<file path="src/pin_func_pkg.sv">
package pin_func_pkg;

    localparam int NUM_PINS = 16;
    localparam int SRC_W = 6;
    localparam int NUM_SRC = 44;
    localparam logic [7:0] CFG_RESET = 8'h00;
    localparam logic [7:0] CFG_GPIO_BIT = 8'h00;
    localparam logic [7:0] P67_PLL_BIT = 8'h07;
    localparam logic [7:0] P67_BANDGAP_BIT = 8'h06;
    localparam int P67_PIN = 15;

    // register index; byte address on the bus is four times the index
    localparam logic [15:0] CFG_INDEX [NUM_PINS] = '{
        16'hA0D8, 16'hA0D9, 16'hA0DA, 16'hA0DB, 16'hA0DC, 16'hA0DD, 16'hA0DE, 16'hA0DF,
        16'hA0B8, 16'hA0B9, 16'hA0BA, 16'hA0BB, 16'hA0BC, 16'hA0BD, 16'hA0BE, 16'hA0BF};

    // pin function source codes
    localparam logic [SRC_W-1:0] S_NONE = 6'h00, S_GPIO = 6'h01,
        S_SEGDIG8 = 6'h02, S_SEGDIG10 = 6'h03, S_SEGDIG12 = 6'h04, S_COMD0 = 6'h05,
        S_COMD1 = 6'h06, S_COMD2 = 6'h07, S_COMD3 = 6'h08, S_COMD4 = 6'h09,
        S_COMD5 = 6'h0A, S_COMD6 = 6'h0B, S_COMD7 = 6'h0C, S_SEG24 = 6'h0D,
        S_SEG25 = 6'h0E, S_SEG26 = 6'h0F, S_SEG27 = 6'h10, S_SEG28 = 6'h11,
        S_SEG29 = 6'h12, S_SEG30 = 6'h13, S_SEG31 = 6'h14, S_MOSI = 6'h15,
        S_MISO = 6'h16, S_SCK = 6'h17, S_SSN = 6'h18, S_T2 = 6'h19, S_CEX0 = 6'h1A,
        S_CEX1 = 6'h1B, S_CEX2 = 6'h1C, S_CEX3 = 6'h1D, S_CEX4 = 6'h1E,
        S_CEX5 = 6'h1F, S_BUZ = 6'h20, S_PWMA = 6'h21, S_PWMB = 6'h22,
        S_UBTX = 6'h23, S_UBRX = 6'h24, S_UCTX = 6'h25, S_UCRX = 6'h26,
        S_UDTX = 6'h27, S_UDRX = 6'h28, S_CLKO = 6'h29, S_PLL = 6'h2A, S_BG = 6'h2B;

    // per pin, bits 7 down to 0; S_NONE marks an unused bit
    localparam logic [7:0][SRC_W-1:0] FUNC_MAP [NUM_PINS] = '{
        {S_SEGDIG8, S_NONE, S_NONE, S_MOSI, S_NONE, S_NONE, S_NONE, S_GPIO},
        {S_SEGDIG10, S_NONE, S_NONE, S_MISO, S_NONE, S_NONE, S_NONE, S_GPIO},
        {S_SEGDIG12, S_NONE, S_NONE, S_T2, S_SCK, S_NONE, S_NONE, S_GPIO},
        {S_COMD0, S_NONE, S_NONE, S_NONE, S_NONE, S_NONE, S_NONE, S_GPIO},
        {S_COMD1, S_NONE, S_NONE, S_NONE, S_NONE, S_NONE, S_NONE, S_GPIO},
        {S_COMD2, S_NONE, S_NONE, S_NONE, S_NONE, S_NONE, S_NONE, S_GPIO},
        {S_COMD3, S_NONE, S_NONE, S_NONE, S_NONE, S_NONE, S_NONE, S_GPIO},
        {S_COMD4, S_SEG31, S_NONE, S_NONE, S_NONE, S_NONE, S_NONE, S_GPIO},
        {S_COMD5, S_SEG30, S_UBRX, S_CEX5, S_BUZ, S_NONE, S_NONE, S_GPIO},
        {S_COMD6, S_SEG29, S_UBTX, S_CEX4, S_PWMA, S_NONE, S_NONE, S_GPIO},
        {S_COMD7, S_SEG28, S_SSN, S_CEX3, S_PWMB, S_NONE, S_NONE, S_GPIO},
        {S_SEG27, S_BUZ, S_UBRX, S_CEX2, S_MISO, S_UDTX, S_UDRX, S_GPIO},
        {S_SEG26, S_PWMB, S_UBTX, S_CEX1, S_MOSI, S_UCTX, S_UCRX, S_GPIO},
        {S_SEG25, S_PWMA, S_BUZ, S_CEX0, S_SCK, S_UDTX, S_UDRX, S_GPIO},
        {S_SEG24, S_UCTX, S_UCRX, S_CLKO, S_SSN, S_UDTX, S_UDRX, S_GPIO},
        {S_PLL, S_BG, S_NONE, S_NONE, S_NONE, S_NONE, S_NONE, S_GPIO}};

endpackage

</file>
<file path="src/pin_func_mux.sv">
// ****************************************************************
// port 5 / port 6 pin function multiplexer
// ****************************************************************
module pin_func_mux
    import pin_func_pkg::*;
(
    input wire logic clk_i, // system clock
    input wire logic rst_i, // synchronous reset, active high
    // wishbone classic slave
    input wire logic cyc_i, // bus cycle
    input wire logic stb_i, // strobe
    input wire logic we_i, // write enable
    input wire logic [31:0] adr_i, // byte address
    input wire logic [3:0] sel_i, // byte lane selects
    input wire logic [31:0] dat_i, // write data
    output logic [31:0] dat_o, // read data
    output logic ack_o, // acknowledge
    // pads: index 0-7 port 5, 8-15 port 6
    input wire logic [NUM_PINS-1:0] pad_i, // pad input level, asynchronous
    output logic [NUM_PINS-1:0] pad_o, // pad output value
    output logic [NUM_PINS-1:0] pad_oe_o, // pad output enable, high drives
    // general-purpose I/O
    input wire logic [NUM_PINS-1:0] gpio_out_i, // gpio output value
    input wire logic [NUM_PINS-1:0] gpio_oe_i, // gpio output enable
    output logic [NUM_PINS-1:0] gpio_in_o, // synchronised pad level to gpio
    // LED controller
    input wire logic digit_drive_mode_flag_i, // 1 selects digit / d-segment drive
    input wire logic [31:0] led_seg_i, // LED segment drive
    input wire logic [15:0] led_dig_i, // LED digit drive
    input wire logic [7:0] led_com_i, // LED common drive
    input wire logic [7:0] led_dseg_i, // LED d-segment drive
    // SPI
    input wire logic spi_mosi_out_i, // MOSI drive value
    input wire logic spi_mosi_oe_i, // MOSI drive enable
    input wire logic spi_miso_out_i, // MISO drive value
    input wire logic spi_miso_oe_i, // MISO drive enable
    input wire logic spi_sck_out_i, // SCK drive value
    input wire logic spi_sck_oe_i, // SCK drive enable
    input wire logic spi_ssn_out_i, // select drive value
    input wire logic spi_ssn_oe_i, // select drive enable
    output logic spi_mosi_in_o, // MOSI level seen on pin
    output logic spi_miso_in_o, // MISO level seen on pin
    output logic spi_sck_in_o, // SCK level seen on pin
    output logic spi_ssn_in_o, // select level seen on pin, idles high
    // capture/compare channels
    input wire logic [5:0] capcomp_out_i, // channel drive values
    input wire logic [5:0] capcomp_oe_i, // channel drive enables
    output logic [5:0] capcomp_in_o, // channel levels seen on pins
    // other peripherals
    output logic timer_two_in_o, // timer 2 external input
    input wire logic buzzer_i, // buzzer waveform
    input wire logic pulse_width_a_i, // pwm a output
    input wire logic pulse_width_b_i, // pwm b output
    input wire logic uart_b_tx_i, // uart b transmit
    input wire logic uart_c_tx_i, // uart c transmit
    input wire logic uart_d_tx_i, // uart d transmit
    output logic uart_b_rx_o, // uart b receive, idles high
    output logic uart_c_rx_o, // uart c receive, idles high
    output logic uart_d_rx_o, // uart d receive, idles high
    input wire logic clock_out_i, // clock to present on a pin
    // analog paths of port 6 pin 7
    input wire logic analog_pad_enable_i, // analog enable of port 6 pin 7
    output logic pll_filter_connect_o, // connect pad to PLL filter
    output logic bandgap_test_o // enable bandgap test path
);

    // ****************************************************************
    // state
    // ****************************************************************
    logic [7:0] cfg_q [NUM_PINS];
    logic [7:0] cfg_d [NUM_PINS];
    logic ack_q, ack_d;
    logic [31:0] dat_q, dat_d;
    logic [NUM_PINS-1:0] pad_meta_q, pad_meta_d;
    logic [NUM_PINS-1:0] pad_sync_q, pad_sync_d;
    logic [NUM_PINS-1:0] pad_out_q, pad_out_d;
    logic [NUM_PINS-1:0] pad_oe_q, pad_oe_d;
    logic [NUM_PINS-1:0] gpio_in_q, gpio_in_d;
    logic [NUM_SRC-1:0] route_in_q, route_in_d;
    logic pll_q, pll_d;
    logic bg_q, bg_d;

    logic [SRC_W-1:0] sel_code [NUM_PINS];
    logic [NUM_SRC-1:0] src_out;
    logic [NUM_SRC-1:0] src_oe;
    logic [NUM_PINS-1:0] reg_hit;
    logic req;

    // writable mask follows from the function map: no function, no storage
    function automatic logic [7:0] cfg_mask(input int pin);
        logic [7:0] m;
        m = 8'h00;
        for (int b = 0; b < 8; b++) begin
            m[b] = (FUNC_MAP[pin][b] != S_NONE);
        end
        return m;
    endfunction

    // receive lines and the SPI select idle high when no pin feeds them
    function automatic logic idle_level(input logic [SRC_W-1:0] code);
        return (code == S_UBRX) || (code == S_UCRX) || (code == S_UDRX) || (code == S_SSN);
    endfunction

    // ****************************************************************
    // wishbone register access
    // ****************************************************************
    assign req = cyc_i && stb_i && !ack_q;

    always_comb begin
        for (int p = 0; p < NUM_PINS; p++) begin
            reg_hit[p] = (adr_i[1:0] == 2'h0) && (adr_i[31:18] == 14'h0000)
                && (adr_i[17:2] == CFG_INDEX[p]);
        end
    end

    always_comb begin
        ack_d = req;
        dat_d = 32'h0000_0000;
        for (int p = 0; p < NUM_PINS; p++) begin
            cfg_d[p] = cfg_q[p];
            if (req && reg_hit[p]) begin
                if (we_i && sel_i[0]) begin
                    cfg_d[p] = dat_i[7:0] & cfg_mask(p);
                end
                if (!we_i) begin
                    dat_d = {24'h00_0000, cfg_q[p]};
                end
            end
        end
    end

    // ****************************************************************
    // function selection per pin
    // ****************************************************************
    // later, higher bits override lower ones: bit 7 wins, gpio is last
    always_comb begin
        for (int p = 0; p < NUM_PINS; p++) begin
            sel_code[p] = S_NONE;
            for (int b = 0; b < 8; b++) begin
                if (cfg_q[p][b] && (FUNC_MAP[p][b] != S_NONE)) begin
                    sel_code[p] = FUNC_MAP[p][b];
                end
            end
        end
    end

    // ****************************************************************
    // peripheral drive sources
    // ****************************************************************
    always_comb begin
        src_out = '0;
        src_oe = '0;
        // LED pins are push-pull whenever selected
        src_out[S_SEGDIG8] = digit_drive_mode_flag_i ? led_dig_i[8] : led_seg_i[8];
        src_out[S_SEGDIG10] = digit_drive_mode_flag_i ? led_dig_i[10] : led_seg_i[10];
        src_out[S_SEGDIG12] = digit_drive_mode_flag_i ? led_dig_i[12] : led_seg_i[12];
        src_oe[S_SEGDIG8] = 1'b1;
        src_oe[S_SEGDIG10] = 1'b1;
        src_oe[S_SEGDIG12] = 1'b1;
        for (int k = 0; k < 8; k++) begin
            src_out[int'(S_COMD0) + k] = digit_drive_mode_flag_i ? led_dseg_i[k] : led_com_i[k];
            src_oe[int'(S_COMD0) + k] = 1'b1;
            src_out[int'(S_SEG24) + k] = led_seg_i[24 + k];
            src_oe[int'(S_SEG24) + k] = 1'b1;
        end
        src_out[S_MOSI] = spi_mosi_out_i;
        src_oe[S_MOSI] = spi_mosi_oe_i;
        src_out[S_MISO] = spi_miso_out_i;
        src_oe[S_MISO] = spi_miso_oe_i;
        src_out[S_SCK] = spi_sck_out_i;
        src_oe[S_SCK] = spi_sck_oe_i;
        src_out[S_SSN] = spi_ssn_out_i;
        src_oe[S_SSN] = spi_ssn_oe_i;
        for (int c = 0; c < 6; c++) begin
            src_out[int'(S_CEX0) + c] = capcomp_out_i[c];
            src_oe[int'(S_CEX0) + c] = capcomp_oe_i[c];
        end
        src_out[S_BUZ] = buzzer_i;
        src_oe[S_BUZ] = 1'b1;
        src_out[S_PWMA] = pulse_width_a_i;
        src_oe[S_PWMA] = 1'b1;
        src_out[S_PWMB] = pulse_width_b_i;
        src_oe[S_PWMB] = 1'b1;
        src_out[S_UBTX] = uart_b_tx_i;
        src_oe[S_UBTX] = 1'b1;
        src_out[S_UCTX] = uart_c_tx_i;
        src_oe[S_UCTX] = 1'b1;
        src_out[S_UDTX] = uart_d_tx_i;
        src_oe[S_UDTX] = 1'b1;
        src_out[S_CLKO] = clock_out_i;
        src_oe[S_CLKO] = 1'b1;
        // timer 2, receive lines, PLL and bandgap leave the digital driver off
    end

    // ****************************************************************
    // pad drive, input routing and analog controls
    // ****************************************************************
    always_comb begin
        pad_meta_d = pad_i;
        pad_sync_d = pad_meta_q;
        for (int p = 0; p < NUM_PINS; p++) begin
            if (sel_code[p] == S_GPIO) begin
                pad_out_d[p] = gpio_out_i[p];
                pad_oe_d[p] = gpio_oe_i[p];
            end else begin
                pad_out_d[p] = src_out[sel_code[p]];
                pad_oe_d[p] = src_oe[sel_code[p]];
            end
            gpio_in_d[p] = cfg_q[p][CFG_GPIO_BIT[2:0]] && pad_sync_q[p];
        end
        for (int c = 0; c < NUM_SRC; c++) begin
            route_in_d[c] = idle_level(SRC_W'(c));
        end
        // walk downward so the lowest pin index wins a shared input
        for (int p = NUM_PINS - 1; p >= 0; p--) begin
            if (sel_code[p] > S_GPIO) begin
                route_in_d[sel_code[p]] = pad_sync_q[p];
            end
        end
        // the pad only reaches the filter when its analog enable is set too
        pll_d = (sel_code[P67_PIN] == S_PLL) && analog_pad_enable_i;
        bg_d = cfg_q[P67_PIN][P67_BANDGAP_BIT[2:0]];
    end

    // ****************************************************************
    // registers
    // ****************************************************************
    always_ff @(posedge clk_i) begin
        if (rst_i) begin
            for (int p = 0; p < NUM_PINS; p++) begin
                cfg_q[p] <= CFG_RESET;
            end
            ack_q <= 1'b0;
            dat_q <= 32'h0000_0000;
            pad_meta_q <= '0;
            pad_sync_q <= '0;
            pad_out_q <= '0;
            pad_oe_q <= '0;
            gpio_in_q <= '0;
            route_in_q <= '0;
            pll_q <= 1'b0;
            bg_q <= 1'b0;
        end else begin
            for (int p = 0; p < NUM_PINS; p++) begin
                cfg_q[p] <= cfg_d[p];
            end
            ack_q <= ack_d;
            dat_q <= dat_d;
            pad_meta_q <= pad_meta_d;
            pad_sync_q <= pad_sync_d;
            pad_out_q <= pad_out_d;
            pad_oe_q <= pad_oe_d;
            gpio_in_q <= gpio_in_d;
            route_in_q <= route_in_d;
            pll_q <= pll_d;
            bg_q <= bg_d;
        end
    end

    // ****************************************************************
    // outputs
    // ****************************************************************
    assign ack_o = ack_q;
    assign dat_o = dat_q;
    assign pad_o = pad_out_q;
    assign pad_oe_o = pad_oe_q;
    assign gpio_in_o = gpio_in_q;
    assign spi_mosi_in_o = route_in_q[S_MOSI];
    assign spi_miso_in_o = route_in_q[S_MISO];
    assign spi_sck_in_o = route_in_q[S_SCK];
    assign spi_ssn_in_o = route_in_q[S_SSN];
    assign capcomp_in_o = route_in_q[S_CEX5:S_CEX0];
    assign timer_two_in_o = route_in_q[S_T2];
    assign uart_b_rx_o = route_in_q[S_UBRX];
    assign uart_c_rx_o = route_in_q[S_UCRX];
    assign uart_d_rx_o = route_in_q[S_UDRX];
    assign pll_filter_connect_o = pll_q;
    assign bandgap_test_o = bg_q;

endmodule // pin_func_mux

</file>
<file path="config.mk">
export PLATFORM = sky130hd
export DESIGN_NAME = pin_func_mux
export DESIGN_NICKNAME = d
export VERILOG_FILES = /design/src/pin_func_pkg.sv /design/src/pin_func_mux.sv
export SDC_FILE = /design/constraint.sdc
export NUM_CORES = 1
export LEC_CHECK = 0
export ABC_AREA = 1
export BUFFER_PORTS_ARGS = -buffer_cell sky130_fd_sc_hd__buf_2
export CORE_UTILIZATION = 50
export DETAILED_ROUTE_END_ITERATION = 7
export PLACE_DENSITY_LB_ADDON = 0.3
export SKIP_CTS_REPAIR_TIMING = 1
export SYNTH_ARGS = -nofsm -noshare
export SYNTH_HDL_FRONTEND = slang
export SYNTH_SLANG_ARGS = --single-unit
export TNS_END_PERCENT = 30
</file>
<file path="constraint.sdc">
create_clock -name clk_i -period 2.6 [get_ports clk_i]
set_input_delay 0.13 -clock clk_i [delete_from_list [all_inputs] [get_ports clk_i]]
set_output_delay 0.13 -clock clk_i [all_outputs]
set_load 0.005 [all_outputs]
</file>
== Word level (Yosys, flattened, before mapping) ==
Memory sizes are Yosys's and may differ from the RTL's.
Cells that the tools add are included.

* Reductions and logical operators: 72
* $mul: 0
* Bitwise operators: 19
* Div/mod/pow operators: 0
* Add/sub/neg operators: 0
* Order comparisons: 48
* Equality and inequality tests: 33
* Shift operators: 0
* Muxes and demuxes: 327

{| class="wikitable"
|+ Operators with widths
! kind !! count
|-
| $mux W32 || 31
|-
| $bwmux W44 || 15
|-
| $mux W44 || 15
|-
| $mux W8 || 49
|-
| $mux W6 || 58
|-
| $eq A16 B16 Y1 const B || 16
|-
| $bmux W1 S6 || 32
|-
| $lt A6 B7 Y1 const B || 16
|-
| $mux W1 || 110
|-
| $demux W1 S6 || 16
|-
| $eq A6 B1 Y1 const B || 16
|-
| $ge A6 B1 Y1 const B || 16
|-
| $gt A6 B1 Y1 const B || 16
|-
| $logic_and A1 B1 Y1 || 69
|-
| $mux W41 || 1
|-
| $and A40 B40 Y40 || 1
|-
| $or A1 B1 Y1 || 16
|-
| $logic_not A14 Y1 || 1
|-
| $eq A6 B6 Y1 const B || 1
|-
| $not A4 Y4 || 1
|-
| $or A4 B4 Y4 || 1
|-
| $logic_not A2 Y1 || 1
|-
| $logic_not A1 Y1 || 1
|}

* Output and inout port bits: 97
* Logic and storage cells: 510
* Memories kept: 1
* Bits of input ports: 214
* Bits in read-only memories: 0
* Memory bits (writable): 128
* Latch bits: 0
* Register bits after elaboration: 156

{| class="wikitable"
|+ Memories
! memory !! words !! width !! rd ports !! clocked after memory_dff !! write ports !! RTL line !! text
|-
| cfg_q || 16 || 8 || 16 || 0 || 16 || pin_func_mux.sv:70 || <nowiki>logic [7:0] cfg_q [NUM_PINS];</nowiki>
|}

== Depth between registers and ports, before layout ==
An unclocked memory read counts as a cell.

* Depth after elaboration: 43
* Depth in mapped cells: 25
* Mapped depth without buffers: 25

== Least setup slack after synthesis ==
No wires, ideal clock.

* Path kind: register -> register
* Start point: mem cfg_q[12][3] (netlist: cfg_q[1][35])
* End point: reg pad_out_q[12] (netlist: pad_o[12])
* Arrival time: 1.722 ns
* Buffers on the path: 1
* Required time: 2.468 ns
* Library setup time: 0.132 ns
* Period minus slack after synthesis: 1.854 ns
* Path slack: 0.746 ns
* Stages on the path, launching flop included: 12
* Cell sequence: dfxtp_1 > nor2_1 > nand3_1 > o21ai_0 > nand2_1 > buf_2 > o211ai_1 > nand3_1 > o311ai_0 > nand3_1 > nand2_1 > a21oi_1

{| class="wikitable"
|+ RTL lines
! item !! RTL line !! text
|-
| from (decl) || pin_func_mux.sv:70 ||
|-
| to (signal assigned) || pin_func_mux.sv:251 || <nowiki>pad_out_q <= pad_out_d;</nowiki>
|-
| to (decl) || pin_func_mux.sv:76 || <nowiki>logic [NUM_PINS-1:0] pad_out_q, pad_out_d;</nowiki>
|}

==> results list <==
- Clk_lat worst skew: 450 ps
- Global Route met2 Usage: 60.1%
- Number of standard cells after synthesis: 1,396
* Sum of net half-perimeters after detailed placement: 27,000 um
* Highest clock frequency the design can meet: 0.430 GHz
- Entering global routing, the biggest net connects 86 pins.
- Layout net count: 1,874
- Boundary Pins: 311
* Final critical-path required period: 2320 ps
- Number of global-route vias before repair: 9,801
* Root buffer cell: clkbuf_16
- Yosys warning count: 0
* Arrival time worst endpoint: 2640 ps
- Total of buffers placed on input and output ports: 225
* Comb power frac: 8.1%
- The path class of the tightest hold or removal check is in -> reg.
- Buffers inserted during clock tree synthesis total 17.
* Global routing met3 resource utilization: 6.46%
* Sw Share: 28.5%
- The share of synthesized area in the top cell type comes to 38.3%.
- Number of cells on the worst hold path: 3
* Skew final: 13.8 ps
* Cell count of the worst reg-to-reg path: 12
- Summing every instance area after synthesis gives 9360 um^2.
* Critical path launch point type: flip-flop
* Area delta synth->final: 25.0%
- Wires add up to 35,400 um.
- Post-synth top flop: dfxtp_1
- Antenna fix cells: 0
* Initial Util: 51.6%
- The checks that failed: DRC, hold timing.
* Buffers from clock root to sink, at most: 2
- Worst rel slew slack: 43.2%
* Count of flip-flops with a built-in enable after synthesis: 0
* Standby leakage power: 5.48 nW
- Across all hold checks on the routed design, the worst slack comes to -19.4 ps.
- In this run the power density over the cells is 513 nW/um^2.
* Data required time of the critical path: 2910 ps
- After clock tree synthesis, the clock-pin slew on the worst setup and hold paths is 80 ps.
- In the global route stage, met1 resource usage came out at 44.4%.
* Final setup fails: 0
- Summed over all nets, the switching power comes to 0.00171 W.
- Global routing used 35.8% of the available tracks across all layers.
- Of the available clock period, the critical path in the final layout requires 89.4%.
- Total core area: 18,100 um^2
* Utilization after layout: 64.5%
* Mean routed wirelength per cell: 18.6 um
- Most frequent cells after synthesis: inv_1 (247), nand2_1 (198), nor2_1 (192)
- Count of distinct cell types in the synthesized netlist: 51
* Internal power consumption: 0.00429 W
- Clock tree from TritonCTS: yes
* Hold Vio Cnt, Final: 2
* Max Cap Viol: 0
- Most area-consuming cells after synthesis: dfxtp_1 (38%), inv_1 (9.9%), nand2_1 (7.9%)
* Crit path capture type: flip-flop
- Sequential share of the synthesized area: 38.3%
- The first global-routing pass estimated 52,900 um of wire.
* Part of the total power dissipated in sequential elements: 46.3%
- Maximum net fanout on the critical path: 8
- Unrepaired setup endpoints after global routing: no
* Die boundary height: 139 um
- The total overflow left after global routing is 0.
- In this run the critical register-to-register path is launched from cfg_q[1][35].
* Detailed Route Iter0 Violations: 1,077
- Most heavily used metal layer in global routing: met2
- Launching instance or port of the critical path: cfg_q[1][35]
- Number of max-slew violations in the final report: 0
- The run finished, with violations left.
- Layout cells sized above 1: 18.6%
- Chip Width: 139 um
- Critical path class: reg -> reg
- The pre-antenna-repair detailed-routing pass consisted of 8 iterations.
- Routability-driven placement finished with a final weighted congestion of 1.03.
- The detailed router placed 10,600 vias in this run.
- The worst hold path begins at gpio_oe_i[14].
* Number of antenna violations at the first check in global routing: 0
- Avg Vias per Cell: 5.58
- The die covers 19,300 um^2.
- At the pin with the least slew margin, the transition time is 852 ps.
- Peak supply drop: 0.000523 V
- Share of synthesized registers carrying an async set or reset: 0%
- TNS Setup: 0 ps
- Dividing the synthesized area by the synthesized cell count gives 6.70 um^2.
- Count of H-tree levels built during CTS: 4
* Number of clock sinks: 179
- The floorplan has 49 rows.
* Clock share of power: 45.6%
* Post-synthesis cell type with the largest combined area: dfxtp_1
- Number of nets with antenna violations after detailed routing: 0
* Synthesized flop and latch total: 179
* Detailed-route DRC error count: 17
- In the post-synthesis netlist, the cell with the most instances is inv_1.
[logic make-up (layout without fill, tap and decap cells)]
group / after synthesis / after routing / synth area share [%]
other: 1 / 24 / 0.0401
buffers and inverters: 314 / 568 / 13.8
AO/OA/AOI/OAI: 393 / 393 / 24.6
multiplexers: 4 / 4 / 0.428
AND/OR/NAND/NOR: 505 / 505 / 22.9
flip-flops: 179 / 179 / 38.3
[power groups by stage]
| stage | clock (W) | sequential, W | combinational, W |
|---|---|---|---|
| 2_1_floorplan | 0 | 0.00284 | 0.000202 |
| 3_3_place_gp | 0 | 0.00284 | 0.000423 |
| 3_5_place_dp | 0 | 0.00284 | 0.000426 |
| 4_1_cts | 0.00276 | 0.00278 | 0.000430 |
| 5_1_grt | 0.00286 | 0.00278 | 0.000518 |
| 6_report | 0.00274 | 0.00278 | 0.000486 |
[worst max-delay path, stage by stage, from the launching register on]
cell,delay (ps)
dfxtp_1,330
nor2_1,200
nand3_1,100
o21ai_0,350
nand2_2,200
nand2_1,140
inv_1,120
a221oi_1,280
o221ai_1,160
nand2_1,100
nand2_1,60
nand3_1,90
a31oi_1,80
[final cells by class]
type,instances,area (um^2)
well taps,229,287
multi-input cells,926,4570
clock buffers,17,425
flip-flops and latches,179,3580
fillers,1724,6450
clock inverters,15,215
repair buffers,283,1660
inverters,253,950
[cells in the final DEF, fill, tap and decap left out, types with 2 or more instances in the layout]
| cell | count |
|---|---|
| inv_1 | 247 |
| buf_2 | 224 |
| nand2_1 | 197 |
| nor2_1 | 192 |
| dfxtp_1 | 179 |
| o21ai_0 | 140 |
| a21oi_1 | 131 |
| nand3_1 | 60 |
| dlygate4sd3_1 | 35 |
| a211oi_1 | 27 |
| conb_1 | 24 |
| buf_4 | 23 |
| nor3_1 | 20 |
| o211ai_1 | 17 |
| clkbuf_16 | 17 |
| o2111ai_1 | 12 |
| a31oi_1 | 11 |
| nor4_1 | 8 |
| nor2_2 | 7 |
| o22ai_1 | 7 |
| clkinv_8 | 7 |
| nand2_2 | 6 |
| a221oi_1 | 6 |
| o311ai_0 | 5 |
| o31ai_1 | 5 |
| or2_2 | 5 |
| a22oi_1 | 5 |
| o21ai_1 | 4 |
| nor2_4 | 4 |
| inv_2 | 4 |
| o221ai_1 | 4 |
| mux2i_1 | 4 |
| nand4_1 | 3 |
| o32ai_1 | 3 |
| a41oi_1 | 3 |
| clkinv_1 | 2 |
| o21bai_1 | 2 |
| inv_6 | 2 |
| inv_12 | 2 |
| inv_8 | 2 |
[worst paths after layout]
path,to,slack (ps)
setup reg to reg,pad_oe_o[12],280
hold reg to reg,pad_sync_q[15],410
setup / recovery,pad_oe_o[12],280
hold / removal,pad_oe_o[14],-20
[per-layer routing]
| metal | vias to the layer above | part of all wire [%] |
|---|---|---|
| met1 | 4875 | 40 |
| li1 | 5080 | - |
| met5 | - | 0 |
| met3 | 116 | 8.9 |
| met4 | 0 | 4.4 |
| met2 | 546 | 47 |
[state kept, by name, summed over array words and instances (netlist names)]
register              flops
pad_meta_q               16
dat_o                     8
bandgap_test_o            1
pad_oe_o                 16
pll_filter_connect_o      1
cfg_q                    74
ack_o                     1
route_in_q               14
gpio_in_o                16
pad_sync_q               16
pad_o                    16
[stage by stage]
| step | cell area [um^2] | instances | setup WS [ps] | power [W] |
|---|---|---|---|---|
| final | 11700 | 1902 | 275 | 0.00600 |
| after global routing | 11700 | 1902 | 29.8 | 0.00616 |
| after CTS | 11300 | 1867 | 255 | 0.00597 |
| after detailed placement | 10700 | 1835 | 294 | 0.00327 |
| after global placement | 10700 | 1835 | 284 | 0.00326 |
| after floorplan | 9440 | 1419 | 746 | 0.00304 |
Note: power is estimated with default switching activity, not from simulation.
